==> src/verilog/fcs_pkg.sv <==
// Purpose: constants for the flash configuration status register bank
// Assumes: opcodes arrive already decoded from the serial command stream
// Notes: register 3 and 4 values are volatile copies held in flip-flops
package fcs_pkg;
  // ****************************************
  // opcodes
  // ****************************************
  localparam logic [7:0] OP_WRSR1 = 8'h01;
  localparam logic [7:0] OP_WRSR2 = 8'h31;
  localparam logic [7:0] OP_WRSR3 = 8'h11;
  localparam logic [7:0] OP_WRSR4 = 8'h71;
  localparam logic [7:0] OP_BLOCK_LOCK = 8'h36;
  localparam logic [7:0] OP_BLOCK_UNLOCK = 8'h39;
  localparam logic [7:0] OP_SLEEP = 8'hB9;
  localparam logic [7:0] OP_DEEPEST = 8'h79;
  localparam logic [7:0] OP_WAKE = 8'hAB;
  // ****************************************
  // register 3 layout
  // ****************************************
  localparam int PIN_ROLE_BIT = 7;
  localparam int STRENGTH_HI = 6;
  localparam int STRENGTH_LO = 5;
  localparam int SCHEME_BIT = 2;
  localparam logic [7:0] CFG3_RESET = 8'h20;
  localparam logic [7:0] CFG3_WMASK = 8'hE4;
  // ****************************************
  // register 4 layout
  // ****************************************
  localparam int DEPTH_BIT = 7;
  localparam logic [7:0] CFG4_RESET = 8'h00;
  localparam logic [7:0] CFG4_WMASK = 8'h80;
  // ****************************************
  // block locks, reserved strength and sleep states
  // ****************************************
  localparam int NUM_BLOCKS = 32;
  localparam int BLOCK_W = 5;
  localparam logic [1:0] STRENGTH_RESERVED = 2'h0;
  typedef enum logic [1:0] {
    SLP_AWAKE = 2'b00,
    SLP_LIGHT = 2'b01,
    SLP_DEEPEST = 2'b10
  } fcs_sleep_t;
endpackage : fcs_pkg

==> src/verilog/fcs_lock_cell.sv <==
// Purpose: one per-block lock bit
// Assumes: lock and unlock never pulse together
// Notes: any reset forces the bit to locked
`timescale 1ns/1ps
module fcs_lock_cell (
  // clock and resets
  input wire logic clock,
  input wire logic rstn,
  input wire logic syncReset,
  // updates
  input wire logic lockSet,
  input wire logic lockClear,
  // state
  output logic locked
);
  always_ff @(posedge clock or negedge rstn) begin
    if (!rstn) begin
      locked <= 1'b1;
    end else if (syncReset || lockSet) begin
      locked <= 1'b1;
    end else if (lockClear) begin
      locked <= 1'b0;
    end
  end
endmodule : fcs_lock_cell

==> src/verilog/fcs_config_regs.sv <==
// Purpose: pin role, drive strength, protection scheme and sleep depth config
// Assumes: cmdValid is a one-cycle pulse per completed command from the decoder
// Notes: writes need the write latch and no status protection
`timescale 1ns/1ps
module fcs_config_regs (
  // clock and reset
  input wire logic clock,
  input wire logic rstn,
  // decoded commands
  input wire logic cmdValid,
  input wire logic [7:0] cmdOpcode,
  input wire logic [7:0] cmdData,
  input wire logic [4:0] cmdBlock,
  // write permission and related state
  input wire logic writeLatch,
  input wire logic statusProtected,
  input wire logic quadEnable,
  input wire logic softReset,
  input wire logic chipSelectN,
  // multi-purpose pin, asynchronous
  input wire logic mpPinN,
  // protection query
  input wire logic [4:0] queryBlock,
  // outputs
  output logic [7:0] cfg3Value,
  output logic [7:0] cfg4Value,
  output logic holdActive,
  output logic pinResetActive,
  output logic [1:0] outputStrength,
  output logic rangeProtectMode,
  output logic queryLocked,
  output logic [1:0] sleepState,
  output logic pageBufferValid
);
  // ****************************************
  // pin synchroniser
  // ****************************************
  logic pinS1_r;
  logic pinS2_r;
  logic pinS3_r;
  logic pinLevel_r;
  always_ff @(posedge clock or negedge rstn) begin
    if (!rstn) begin
      pinS1_r <= 1'b1;
      pinS2_r <= 1'b1;
      pinS3_r <= 1'b1;
      pinLevel_r <= 1'b1;
    end else begin
      pinS1_r <= mpPinN;
      pinS2_r <= pinS1_r;
      pinS3_r <= pinS2_r;
      if (pinS2_r == pinS3_r) begin
        pinLevel_r <= pinS3_r;
      end
    end
  end

  // ****************************************
  // command qualification
  // ****************************************
  fcs_pkg::fcs_sleep_t sleep_r;
  fcs_pkg::fcs_sleep_t sleep_nxt;
  logic [7:0] cfg3_r;
  logic [7:0] cfg4_r;
  logic awake;
  logic statusWrite;
  logic pinResetNow;
  assign awake = (sleep_r == fcs_pkg::SLP_AWAKE);
  assign statusWrite = cmdValid && awake && writeLatch && !statusProtected;
  // pin role applies only with quad off
  assign pinResetNow = cfg3_r[fcs_pkg::PIN_ROLE_BIT] && !quadEnable && !pinLevel_r;

  // ****************************************
  // configuration registers
  // ****************************************
  always_ff @(posedge clock or negedge rstn) begin
    if (!rstn) begin
      cfg3_r <= fcs_pkg::CFG3_RESET;
    end else if (statusWrite && cmdOpcode == fcs_pkg::OP_WRSR3) begin
      // pin role written at bit 7
      cfg3_r <= cmdData & fcs_pkg::CFG3_WMASK;
    end
  end

  always_ff @(posedge clock or negedge rstn) begin
    if (!rstn) begin
      cfg4_r <= fcs_pkg::CFG4_RESET;
    end else if (statusWrite && cmdOpcode == fcs_pkg::OP_WRSR4) begin
      cfg4_r <= cmdData & fcs_pkg::CFG4_WMASK;
    end
  end

  // ****************************************
  // block locks
  // ****************************************
  logic [fcs_pkg::NUM_BLOCKS-1:0] locks;
  logic lockCmd;
  logic unlockCmd;
  logic anyReset;
  // lock commands only in block mode
  assign lockCmd = cmdValid && awake && cfg3_r[fcs_pkg::SCHEME_BIT] &&
                   cmdOpcode == fcs_pkg::OP_BLOCK_LOCK;
  assign unlockCmd = cmdValid && awake && cfg3_r[fcs_pkg::SCHEME_BIT] &&
                     cmdOpcode == fcs_pkg::OP_BLOCK_UNLOCK;
  // soft and pin resets relock all
  assign anyReset = softReset || pinResetNow;

  genvar gi;
  generate
    for (gi = 0; gi < fcs_pkg::NUM_BLOCKS; gi = gi + 1) begin : g_lock
      fcs_lock_cell u_cell (
        .clock(clock),
        .rstn(rstn),
        .syncReset(anyReset),
        .lockSet(lockCmd && cmdBlock == 5'(gi)),
        .lockClear(unlockCmd && cmdBlock == 5'(gi)),
        .locked(locks[gi])
      );
    end
  endgenerate

  // ****************************************
  // sleep state machine
  // ****************************************
  always_comb begin
    sleep_nxt = sleep_r;
    case (sleep_r)
      fcs_pkg::SLP_AWAKE: begin
        if (cmdValid && cmdOpcode == fcs_pkg::OP_SLEEP) begin
          sleep_nxt = cfg4_r[fcs_pkg::DEPTH_BIT] ? fcs_pkg::SLP_LIGHT : fcs_pkg::SLP_DEEPEST;
        end else if (cmdValid && cmdOpcode == fcs_pkg::OP_DEEPEST) begin
          sleep_nxt = fcs_pkg::SLP_DEEPEST;
        end
      end
      fcs_pkg::SLP_LIGHT, fcs_pkg::SLP_DEEPEST: begin
        if (cmdValid && cmdOpcode == fcs_pkg::OP_WAKE) begin
          sleep_nxt = fcs_pkg::SLP_AWAKE;
        end
      end
      default: begin
        sleep_nxt = fcs_pkg::SLP_AWAKE;
      end
    endcase
  end

  always_ff @(posedge clock or negedge rstn) begin
    if (!rstn) begin
      sleep_r <= fcs_pkg::SLP_AWAKE;
    end else begin
      sleep_r <= sleep_nxt;
    end
  end

  // page buffer contents survive light sleep only
  always_ff @(posedge clock or negedge rstn) begin
    if (!rstn) begin
      pageBufferValid <= 1'b0;
    end else if (sleep_nxt == fcs_pkg::SLP_DEEPEST && awake) begin
      pageBufferValid <= 1'b0;
    end else if (awake && cmdValid) begin
      pageBufferValid <= 1'b1;
    end
  end

  // ****************************************
  // registered outputs
  // ****************************************
  always_ff @(posedge clock or negedge rstn) begin
    if (!rstn) begin
      cfg3Value <= fcs_pkg::CFG3_RESET;
      cfg4Value <= fcs_pkg::CFG4_RESET;
      holdActive <= 1'b0;
      pinResetActive <= 1'b0;
      outputStrength <= fcs_pkg::CFG3_RESET[fcs_pkg::STRENGTH_HI:fcs_pkg::STRENGTH_LO];
      rangeProtectMode <= 1'b1;
      queryLocked <= 1'b0;
      sleepState <= fcs_pkg::SLP_AWAKE;
    end else begin
      cfg3Value <= cfg3_r;
      cfg4Value <= cfg4_r;
      // hold applies only with quad off
      holdActive <= !cfg3_r[fcs_pkg::PIN_ROLE_BIT] && !quadEnable && !pinLevel_r;
      pinResetActive <= pinResetNow;
      outputStrength <= cfg3_r[fcs_pkg::STRENGTH_HI:fcs_pkg::STRENGTH_LO];
      rangeProtectMode <= !cfg3_r[fcs_pkg::SCHEME_BIT];
      queryLocked <= cfg3_r[fcs_pkg::SCHEME_BIT] && locks[queryBlock];
      sleepState <= sleep_r;
    end
  end

  // ****************************************
  // assertions
  // ****************************************
  a_reserved_zero: assert property (
    @(posedge clock) disable iff (!rstn) (cfg3Value & ~fcs_pkg::CFG3_WMASK) == 8'h00)
    else $error("reserved config bits not zero");
  a_quad_no_hold: assert property (
    @(posedge clock) disable iff (!rstn) quadEnable |=> !holdActive && !pinResetActive)
    else $error("pin function active with quad on");
  a_role_reset: assert property (
    @(posedge clock) disable iff (!rstn)
    cfg3_r[fcs_pkg::PIN_ROLE_BIT] && !quadEnable && !pinLevel_r |=> pinResetActive && !holdActive)
    else $error("reset role not honoured");
  a_write_gate: assert property (
    @(posedge clock) disable iff (!rstn)
    cmdValid && cmdOpcode == fcs_pkg::OP_WRSR3 && !writeLatch |=> $stable(cfg3_r))
    else $error("status written without latch");
  a_lock_cmd: assert property (
    @(posedge clock) disable iff (!rstn) unlockCmd && !anyReset |=> !locks[$past(cmdBlock)])
    else $error("unlock did not clear lock bit");
  a_relock_all: assert property (
    @(posedge clock) disable iff (!rstn) softReset |=> &locks)
    else $error("locks not set after reset");
  a_depth_deep: assert property (
    @(posedge clock) disable iff (!rstn)
    awake && cmdValid && cmdOpcode == fcs_pkg::OP_SLEEP && !cfg4_r[fcs_pkg::DEPTH_BIT]
    |=> sleep_r == fcs_pkg::SLP_DEEPEST ##1 !pageBufferValid)
    else $error("deepest sleep not entered");
  a_depth_light: assert property (
    @(posedge clock) disable iff (!rstn)
    awake && cmdValid && cmdOpcode == fcs_pkg::OP_SLEEP &&
    cfg4_r[fcs_pkg::DEPTH_BIT] && pageBufferValid
    |=> sleep_r == fcs_pkg::SLP_LIGHT ##1 pageBufferValid)
    else $error("light sleep wrong");
  a_wake_only: assert property (
    @(posedge clock) disable iff (!rstn)
    !awake && !(cmdValid && cmdOpcode == fcs_pkg::OP_WAKE) |=> !awake)
    else $error("woke without wake opcode");
  a_scheme_out: assert property (
    @(posedge clock) disable iff (!rstn) cfg3_r[fcs_pkg::SCHEME_BIT] |=> !rangeProtectMode)
    else $error("protection scheme output wrong");
  c_deep_wake: cover property (@(posedge clock) disable iff (!rstn)
    sleep_r == fcs_pkg::SLP_DEEPEST ##[1:20] awake);
  c_light: cover property (@(posedge clock) disable iff (!rstn)
    sleep_r == fcs_pkg::SLP_LIGHT);
  c_unlock: cover property (@(posedge clock) disable iff (!rstn) unlockCmd);
  c_cs_asleep: cover property (@(posedge clock) disable iff (!rstn) !awake && !chipSelectN);
endmodule : fcs_config_regs

==> config.mk <==
export PLATFORM = sky130hd
export DESIGN_NAME = fcs_config_regs
export DESIGN_NICKNAME = d
export VERILOG_FILES = /design/src/verilog/fcs_pkg.sv /design/src/verilog/fcs_lock_cell.sv /design/src/verilog/fcs_config_regs.sv
export SDC_FILE = /design/constraint.sdc
export NUM_CORES = 1
export LEC_CHECK = 0
export ABC_AREA = 1
export ABC_CLOCK_PERIOD_IN_PS = 3400
export BUFFER_PORTS_ARGS = -buffer_cell sky130_fd_sc_hd__buf_2
export CORE_UTILIZATION = 45
export CTS_CLUSTER_SIZE = 12
export DETAILED_ROUTE_END_ITERATION = 7
export PLACE_DENSITY = 0.67
export SLEW_MARGIN = 20
export SYNTH_ARGS = -nofsm -noshare
export SYNTH_HDL_FRONTEND = slang
export SYNTH_HIERARCHICAL = 1
export SYNTH_SLANG_ARGS = --single-unit
export TNS_END_PERCENT = 10
==> constraint.sdc <==
create_clock -name clock -period 3.4 [get_ports clock]
set_input_delay 0.34 -clock clock [delete_from_list [all_inputs] [get_ports clock]]
set_output_delay 0.34 -clock clock [all_outputs]
set_load 0.1 [all_outputs]
* Word level (Yosys, flattened, before mapping) *
Index checks and enable logic that the tools add are counted.

operators by class
  $lt $le $gt $ge = 1
  equal/unequal tests = 42
  multiplexer cells = 73
  reductions and logical operators = 155

operators by type and width
  operator            count
  $logic_and 1x1->1   81
  $eq 5x5->1 const B  16
  $mux 1              67
  $reduce_bool 2->1   33
  $eq 5x4->1 const B  8
  $logic_or 1x1->1    33
  $eq 5x3->1 const B  4
  $eq 8x6->1 const B  2
  $eq 8x7->1 const B  2
  $eq 8x8->1 const B  2
  $eq 5x2->1 const B  2
  $eq 8x5->1 const B  1
  $mux 2              4
  $lt 5x6->1 const B  1
  $bmux 1 s5          1
  $eq 5x1->1 const B  1
  $logic_not 1->1     5
  $logic_not 5->1     1
  $eq 2x2->1 const B  2
  $pmux 2 s2          1
  $eq 2x1->1 const B  1
  $logic_not 2->1     1
  $reduce_or 2->1     1
  $eq 1x1->1          1

storage, ports and cells
  flip-flop bits (word level) = 57
  output and inout bits = 25

* Longest topological paths before layout *
Gate-level depths: netlist of the first run.

  depth in word-level cells = 8
  depth in mapped cells = 12
  depth with buffers taken out = 12

* Cells and area by module *
The synthesis of the first run kept the hierarchy.

modules (own cells, without submodules)
  module           times used  cells an instance  area each (um^2)  sequential area each (um^2)
  fcs_config_regs  1           302                2000.7            584.3
  fcs_lock_cell    32          5                  41.3              26.3

* Worst setup path before layout of the first run *
Ideal clock, no wire load.

  path kind = flip-flop to output port
  from = register, netlist name cfg3Value[6]
  to = output port outputStrength[1]
  data arrival time = 1.324 ns
  required time = 3.060 ns
  path slack = 1.736 ns
  cell stages (with the launch flop) = 2
  path through = dfrtp_1 > buf_4

RTL lines
  what       line                   RTL
  to (decl)  fcs_config_regs.sv:29  output logic [1:0] outputStrength,

* Final worst setup path of the first run *
  from = register sleep_r[0]
  to = register g_lock[4].u_cell.locked

between the ends
  word-level cells in the longest chain between the ends = 7

RTL lines
  what                                                line                                            RTL
  from (decl)                                         fcs_config_regs.sv:61                           fcs_pkg::fcs_sleep_t sleep_r;
  from (signal assigned)                              fcs_config_regs.sv:148                          sleep_r <= fcs_pkg::SLP_AWAKE;
  from (signal assigned)                              fcs_config_regs.sv:150                          sleep_r <= sleep_nxt;
  $logic_not 2->1 *                                   fcs_config_regs.sv:68                           assign awake = (sleep_r == fcs_pkg::SLP_AWAKE);
  $logic_and 1x1->1 * (2 in series)                   fcs_config_regs.sv:101, fcs_config_regs.sv:103
  $logic_and 1x1->1                                   fcs_config_regs.sv:101                          assign lockCmd = cmdValid && awake && cfg3_r[fcs_pkg::SCHEME_BIT] &&
  $logic_and 1x1->1                                   fcs_config_regs.sv:115                          .lockSet(lockCmd && cmdBlock == 5'(gi)),
  $logic_or 1x1->1                                    fcs_lock_cell.sv:19                             end else if (syncReset || lockSet) begin
  $mux 1 / $reduce_bool 2->1 (equally long branches)  n/a
  to (signal assigned)                                fcs_lock_cell.sv:18                             locked <= 1'b1;
  to (signal assigned)                                fcs_lock_cell.sv:20                             locked <= 1'b1;
  to (signal assigned)                                fcs_lock_cell.sv:22                             locked <= 1'b0;
  to (decl)                                           fcs_lock_cell.sv:14                             output logic locked

Every way passes the cells marked *; elsewhere a longest branch is shown, timed or not.
A chain may end at the register's enable or synchronous reset.

==> impl_results.md, run 1 <==
- GR Util met1: 27.8%
- Critical Path Source Type: flip-flop
- Worst slew pin tran: 863 ps
- Total GRT Usage: 21.2%
- First-pass GRT wire length: 12600 um
- Core area: between 0.006 and 0.007 mm2
- Global routing's busiest layer: met2
- Final Slew Violations: 0
- Post_cts resized: 0
- EDFF count, synth: 0
- Final Setup Violations: 0
- DR DRC count: 0
- 1st-iter DRT viols: 226
- Root buffer cell: clkbuf_8
- Post-synthesis register bit count: 55
- Top FF cell, synth: dfstp_2
- Seq/Total Area, Yosys: between 40 and 50%
- GR Util met3: under 10%
- CTS clk-pin slew, worst paths: roughly 110 ps
- CP arrival: 2430 ps
- CTS Buffer Depth: 2
- Final wirelength: 7480 um
- CTS tree: done
- Grt met2 use: 36.6%
- Layout cells sized above 1: 23.3%
- Slew margin rel.: 42.3%
- Clock latency on the worst-skew pair: 310 ps
- Layout net count: 534
- Fin crit share: 64.0%
- Yosys cell types: 34
- Initial antenna violation count: 0
- Worst min path class: in -> async
- Dpl hpwl: ~5000 um
- IO Pins: 60
- Area share of the largest cell type after synthesis: 30.8%
- Post-synthesis instance total: 462
- Syn_area_per_cell: about 7 um2
- Worst-path fanout max: 32
- Leakage: 1.73 nW
- Async SR Flop Fraction: between 90% and 100%
- Dominant cell type by area after synthesis: dfstp_2
- Yosys warns: 6
- Vias per cell: 4.86
- Final cell count without fillers: 594
- DRT antenna net count: 0
- Power Dens Cells: 413 mW/mm2
- Synth area leaders: dfstp_2 (31%), nor2_1 (13%), nand2_1 (12%), dfrtp_1 (12%), nand3_1 (8.0%)
- # diodes: 0
- TritonCTS buffer count: 5
- Placed insts: 586
- Via count: 2887
- Total negative slack: 0 ps
- DIE HEIGHT: roughly 88 um
- RSZ-0062 raised after global routing: false
- Worst setup path category: reg -> reg
- Final Critical Period: between 2000 and 2500 ps
- Final RePlAce weighted congestion: ~0.81
- Vias in the first global route: 2735
- IO buf count: 43
- Gr ovfl total: 0
- VDD IR max: 0.241 mV
- MaxCap Viol Count: 0
- DR WL/cell: ~13 um
- Die area: 0.00773 mm2
- Req. time, crit path: 3660 ps
- Pin count of the biggest net entering global routing: 34
- TritonRoute pass-1 iters: 4
- CP endpoint kind: flip-flop
- Clock net sink count: 55
- Final Skew: 10.6 ps
- # rows: 30
- P&R area growth vs syn: 7.91%
- Postcts setup bufs: 0
- Synthesized cell area: about 0.0033 mm2
- F_max: 460 MHz
- Status: complete, no violations
- Final Hold Fails: 0
- Starting Density: 47.8%
- Post-CTS Hold Fix Bufs: 0
- CTS H-Tree Depth: 2
- Die W: 87.9 um
per-stage QoR:
| step | power, mW | worst slack [ps] | area [um2] | util (%) | hold WS [ps] |
|---|---|---|---|---|---|
| 4_1_cts | 1.50 | 1220 | 3580 | 51.6 | 14.5 |
| 3_3_place_gp | 1.09 | 1320 | 3480 | 50.2 | 346 |
| 5_1_grt | 1.55 | 1020 | 3580 | 51.6 | 24.7 |
| 3_5_place_dp | 1.09 | 1250 | 3480 | 50.2 | 350 |
| 6_report | 1.48 | 1220 | 3580 | 51.6 | 5.71 |
| 2_1_floorplan | 1.02 | 1740 | 3360 | - | 44.4 |
layer usage:
metal | vias up | part of all wire (%)
met3 | 7 | 6.5
met5 | - | 0
met4 | 0 | 1.0
li1 | 1460 | -
met1 | 1326 | 46
met2 | 94 | 46
registers in the layout, indices dropped and copies added, names as in the netlist:
name,flops
pinS1_r,1
pinLevel_r,1
cfg4_r,1
pinS2_r,1
outputStrength,1
rangeProtectMode,1
pinResetActive,1
sleepState,2
queryLocked,1
holdActive,1
sleep_r,2
cfg4Value,1
pageBufferValid,1
cfg3_r,4
pinS3_r,1
g_lock.u_cell/locked,32
cfg3Value,3
cell usage in the layout, fill, tap and decap left out, types with 2 or more instances in the layout:
master / instances
nand2_2: 4
mux2_4: 2
o21ai_0: 6
conb_1: 11
nand3_2: 2
buf_2: 43
clkbuf_8: 5
nand3_1: 53
inv_2: 2
ha_1: 2
a21oi_1: 5
dfstp_2: 39
dfrtp_1: 16
nor2_1: 115
o21ai_1: 2
nor3_1: 2
inv_8: 2
nand2_1: 108
inv_1: 54
o22ai_1: 2
nor2_2: 8
or2_2: 2
cell usage after synthesis, types with 2 or more instances:
master	instances
nor2_1	115
nor3_1	2
a21oi_1	5
inv_2	2
dfstp_2	39
nand3_1	53
nor2_2	8
mux2_4	2
buf_6	9
o21ai_1	2
nand3_2	2
nand2_1	108
o22ai_1	2
buf_4	13
inv_1	54
dfrtp_1	16
o21ai_0	6
buf_2	3
or2_2	2
nand2_2	4
ha_1	2
worst max-delay path: stages (launching register included):
cell     delay, ps
dfrtp_1        440
inv_1           80
ha_1           210
nand2_1        110
nor2_1         200
nand3_2        620
nor2_1         290
nor2_1          70
nand2_1        100
final timing paths:
| path | startpoint | slack (ps) | end | depth (start not counted) |
|---|---|---|---|---|
| min in group clock | mpPinN | 110 | pinS1_r$_DFF_PN1_ | 1 |
| min reg2reg | pinS1_r$_DFF_PN1_ | 360 | pinS2_r$_DFF_PN1_ | 0 |
| min | rstn | 6 | queryLocked$_DFF_PN0_ | 1 |
| max in group asynchronous | rstn | 2540 | rangeProtectMode$_DFF_PN1_ | 2 |
| max | sleep_r[0]$_DFF_PN0_ | 1220 | g_lock[4].u_cell/locked$_DFFE_PN1P_ | 8 |
| max reg2reg | sleep_r[0]$_DFF_PN0_ | 1220 | g_lock[4].u_cell/locked$_DFFE_PN1P_ | 8 |
report_power, final:
group          total, mW  internal [mW]  switching [mW]
logic              0.381         0.0755           0.306
clock network      0.399          0.157           0.242
registers          0.700          0.685          0.0151
cells by family after synthesis:
family | share of synthesized area [%]
other | 0.113
multiplexers | 0.904
buffers and inverters | 13.1
flip-flops | 42.9
AO/OA/AOI/OAI | 2.79
AND/OR/NAND/NOR | 39.1
adder cells (fa/ha/maj) | 1.05
layout make-up:
class / count / area (um2)
fill: 707 / 3360
multi-input combinational: 334 / 1500
clock inverter: 3 / 31.3
sequential: 55 / 1430
tap: 96 / 120
clock buffer: 5 / 68.8
inverter: 57 / 219
timing repair buffer: 44 / 223
No activity file was read; power rests on OpenSTA's default activity.
==> inputs of run 2 (changes only) <==
--- a/config.mk
+++ b/config.mk
@@ -6,12 +6,12 @@
 export NUM_CORES = 1
 export LEC_CHECK = 0
 export ABC_AREA = 1
-export ABC_CLOCK_PERIOD_IN_PS = 3400
+export ABC_CLOCK_PERIOD_IN_PS = 1800
 export BUFFER_PORTS_ARGS = -buffer_cell sky130_fd_sc_hd__buf_2
 export CORE_UTILIZATION = 45
 export CTS_CLUSTER_SIZE = 12
 export DETAILED_ROUTE_END_ITERATION = 7
-export PLACE_DENSITY = 0.67
+export PLACE_DENSITY = 0.69
 export SLEW_MARGIN = 20
 export SYNTH_ARGS = -nofsm -noshare
 export SYNTH_HDL_FRONTEND = slang
==> constraint.sdc (replaced) <==
create_clock -name clock -period 1.8 [get_ports clock]
set_input_delay 0.18 -clock clock [delete_from_list [all_inputs] [get_ports clock]]
set_output_delay 0.18 -clock clock [all_outputs]
set_load 0.1 [all_outputs]
==> run 2 against run 1 <==
  * Register-to-register slack lost 1100 ps
  * Maximum frequency grew 30%
  * Die area is the same
  * Final cell count grew 1.5%
  * Routed wire length shrank 0.70%
  * Clock skew shrank 3.2 ps
  * Combinational power grew 97%
  * Total power grew 91%
  * Flip-flop and latch count is the same
  * Cell area grew 3.6%
  * First-iteration DRC count grew 5.8%
  * Critical path type unchanged
==> impl_results.md, run 2 (synthesis gave the netlist of run 1 again) <==
- Final wirelength: 7430 um (was 7480 um)
- Dpl hpwl: 4910 um (was 4980 um)
- CTS H-Tree Depth: 2 (unchanged)
- Multi-input gate area: 0.00150 mm2 (about the same)
- Final RePlAce weighted congestion: 0.814 (was 0.807)
- CTS tree: done (unchanged)
- Worst-path fanout max: 6 (was 32)
- Crit-path slowest cell: dfrtp_1 (was nand3_2)
- Status: complete, no violations (unchanged)
- P&R area growth vs syn: 11.8% (was 7.91%)
- Critical Path Source Type: flip-flop (unchanged)
- Via count: 2906 (was 2887)
- Buffers plus inverters on the worst setup path: 2 (was 1)
- TritonCTS buffer count: 5 (unchanged)
- IO buf count: 43 (unchanged)
- Register Area: 0.00143 mm2 (unchanged)
- 1st-iter DRT viols: 239 (was 226)
- # rows: 30 (unchanged)
- Worst slew pin tran: 585 ps (was 863 ps)
- Layout net count: 543 (was 534)
- Worst min path class: in -> reg (was in -> async)
- Die W: 87.9 um (unchanged)
- DR DRC count: 0 (unchanged)
- Design Power: 2.82 mW (was 1.48 mW)
- RSZ-0062 raised after global routing: false (unchanged)
- Critical-path cell list: inv_1 -> ha_2 -> nand2_1 -> inv_2 -> nand2_2 -> nor2_2 -> nand4_4 -> mux2_4 (was inv_1 -> ha_1 -> nand2_1 -> nor2_1 -> nand3_2 -> nor2_1 -> nor2_1 -> nand2_1)
- Max reg flops: 32 (unchanged)
- DIE HEIGHT: 87.9 um (unchanged)
- Final Critical Period: 1670 ps (was 2180 ps)
- CTS Buffer Depth: 2 (unchanged)
- CP arrival: 1890 ps (was 2430 ps)
- CP endpoint kind: flip-flop (unchanged)
- Leakage: 1.79 nW (was 1.73 nW)
- Core area: 0.00694 mm2 (unchanged)
- Total GRT Usage: 20.9% (was 21.2%)
- Fin crit share: 93.0% (was 64.0%)
- Most common cell after layout, fill and taps aside: nor2_1 (unchanged)
- Power Dens Cells: 761 mW/mm2 (was 413 mW/mm2)
- Final Skew: 7.47 ps (was 10.6 ps)
- Gr ovfl total: 0 (unchanged)
- CTS clk-pin slew, worst paths: 110 ps (about the same)
- Top Registers: g_lock.u_cell/locked x32, cfg3_r x4, cfg3Value x3 (unchanged)
- Pin count of the biggest net entering global routing: 56 (was 34)
- Clock latency on the worst-skew pair: 320 ps (was 310 ps)
- Worst setup path category: reg -> reg (unchanged)
- Initial antenna violation count: 0 (unchanged)
- MaxCap Viol Count: 0 (unchanged)
- First-pass GRT wire length: 12300 um (was 12600 um)
- Final Setup Violations: 0 (unchanged)
- Clock net sink count: 55 (unchanged)
- Total negative slack: 0 ps (unchanged)
- Req. time, crit path: 2020 ps (was 3660 ps)
- Fill count: 689 (was 707)
- # diodes: 0 (unchanged)
- Final Hold Fails: 0 (unchanged)
- DR WL/cell: 12.3 um (was 12.6 um)
- CP top delay family: simple AND/OR/NAND/NOR gates (unchanged)
- Top reg by flops: g_lock.u_cell/locked (unchanged)
- Root buffer cell: clkbuf_8 (unchanged)
- Final Slew Violations: 0 (unchanged)
- DRT antenna net count: 0 (unchanged)
- CP max stage delay: 420 ps (was 620 ps)
- Starting Density: 47.8% (unchanged)
- Vias in the first global route: 2725 (was 2735)
- Commonest non-fill, non-tap cells in the layout: nor2_1 (114), nand2_1 (108), inv_1 (54), nand3_1 (53), buf_2 (43) (was nor2_1 (115), nand2_1 (108), inv_1 (54), nand3_1 (53), buf_2 (43))
- Die area: 0.00773 mm2 (unchanged)
- Slew margin rel.: 60.9% (was 42.3%)
- TritonRoute pass-1 iters: 4 (unchanged)
- Vias per cell: 4.82 (was 4.86)
- Layout cells sized above 1: 24.7% (was 23.3%)
- IO Pins: 60 (unchanged)
- F_max: 597 MHz (was 460 MHz)
- VDD IR max: 0.502 mV (was 0.241 mV)
==> run 2: cell count changes in the layout (fill, tap and decap cells not counted), sizes merged <==
cell,before,now
buf,44,51
dlygate4sd3,0,2
==> run 2: cell type report <==
| type | count | area share [%] |
|---|---|---|
| well taps | 96 | 3.24 |
| clock inverters | 3 | 0.843 |
| inverters | 57 | 5.90 |
| multi-input cells | 334 | 40.5 |
| repair buffers | 53 | 9.30 |
| clock buffers | 5 | 1.85 |
| flip-flops and latches | 55 | 38.4 |
==> run 2: power by group <==
group,total (mW),switching [mW],internal (mW),leakage [nW]
registers,1.32,0.0253,1.29,0.613
logic,0.751,0.582,0.168,1.13
clock network,0.755,0.458,0.297,0.0522
total,2.82,1.07,1.76,1.79
==> run 2: path summary, 6_finish.rpt <==
kind / to / slack [ps] / from / cells past startpoint
max: cfg3_r[6]$_DFFE_PN0P_ / 130 / sleep_r[1]$_DFF_PN0_ / 8
min: holdActive$_DFF_PN0_ / 80 / quadEnable / 3
max reg2reg: cfg3_r[6]$_DFFE_PN0P_ / 130 / sleep_r[1]$_DFF_PN0_ / 8
min reg2reg: pinS2_r$_DFF_PN1_ / 370 / pinS1_r$_DFF_PN1_ / 0
max in group asynchronous: g_lock[11].u_cell/locked$_DFFE_PN1P_ / 1110 / rstn / 3
min in group asynchronous: sleep_r[0]$_DFF_PN0_ / 390 / rstn / 3
==> run 2: routing by layer <==
layer / global-route usage, % / up-vias / wire length, um
li1: - / 1479 / -
met1: 26.1 / 1343 / 3420
met2: 36.4 / 80 / 3520
met3: 5.00 / 4 / 430
met4: 5.22 / 0 / 55
met5: 0 / - / 0
==> run 2: what timing repair did <==
item,4_1_cts,5_1_grt
endpoints found under the hold margin,17,0
hold buffers,2,0
setup buffers,0,1
gates resized for setup,0,2
setup endpoints to repair,0,18
==> run 2: metrics by stage <==
| step | utilization [%] | hold slack, ps | setup WS [ps] | cells | instance area [um2] |
|---|---|---|---|---|---|
| after CTS | 53.3 | 75.3 | 86.4 | 602 | 3700 |
| after global placement | 51.5 | 200 | 153 | 592 | 3580 |
| after detailed placement | 51.5 | 201 | 105 | 592 | 3580 |
| after floorplan | - | -116 | 271 | 472 | 3360 |
| after global routing | 53.5 | 65.0 | 24.8 | 603 | 3710 |
| final | 53.5 | 82.3 | 126 | 603 | 3710 |
==> run 2: worst register-to-register path: cells and delay by family, from the launching register on <==
family	cells	cell delay (ps)
DFF	1	420
muxes	1	330
adders and majority gates	1	210
and+or+nand+nor	4	460
buffers and inverters	2	160
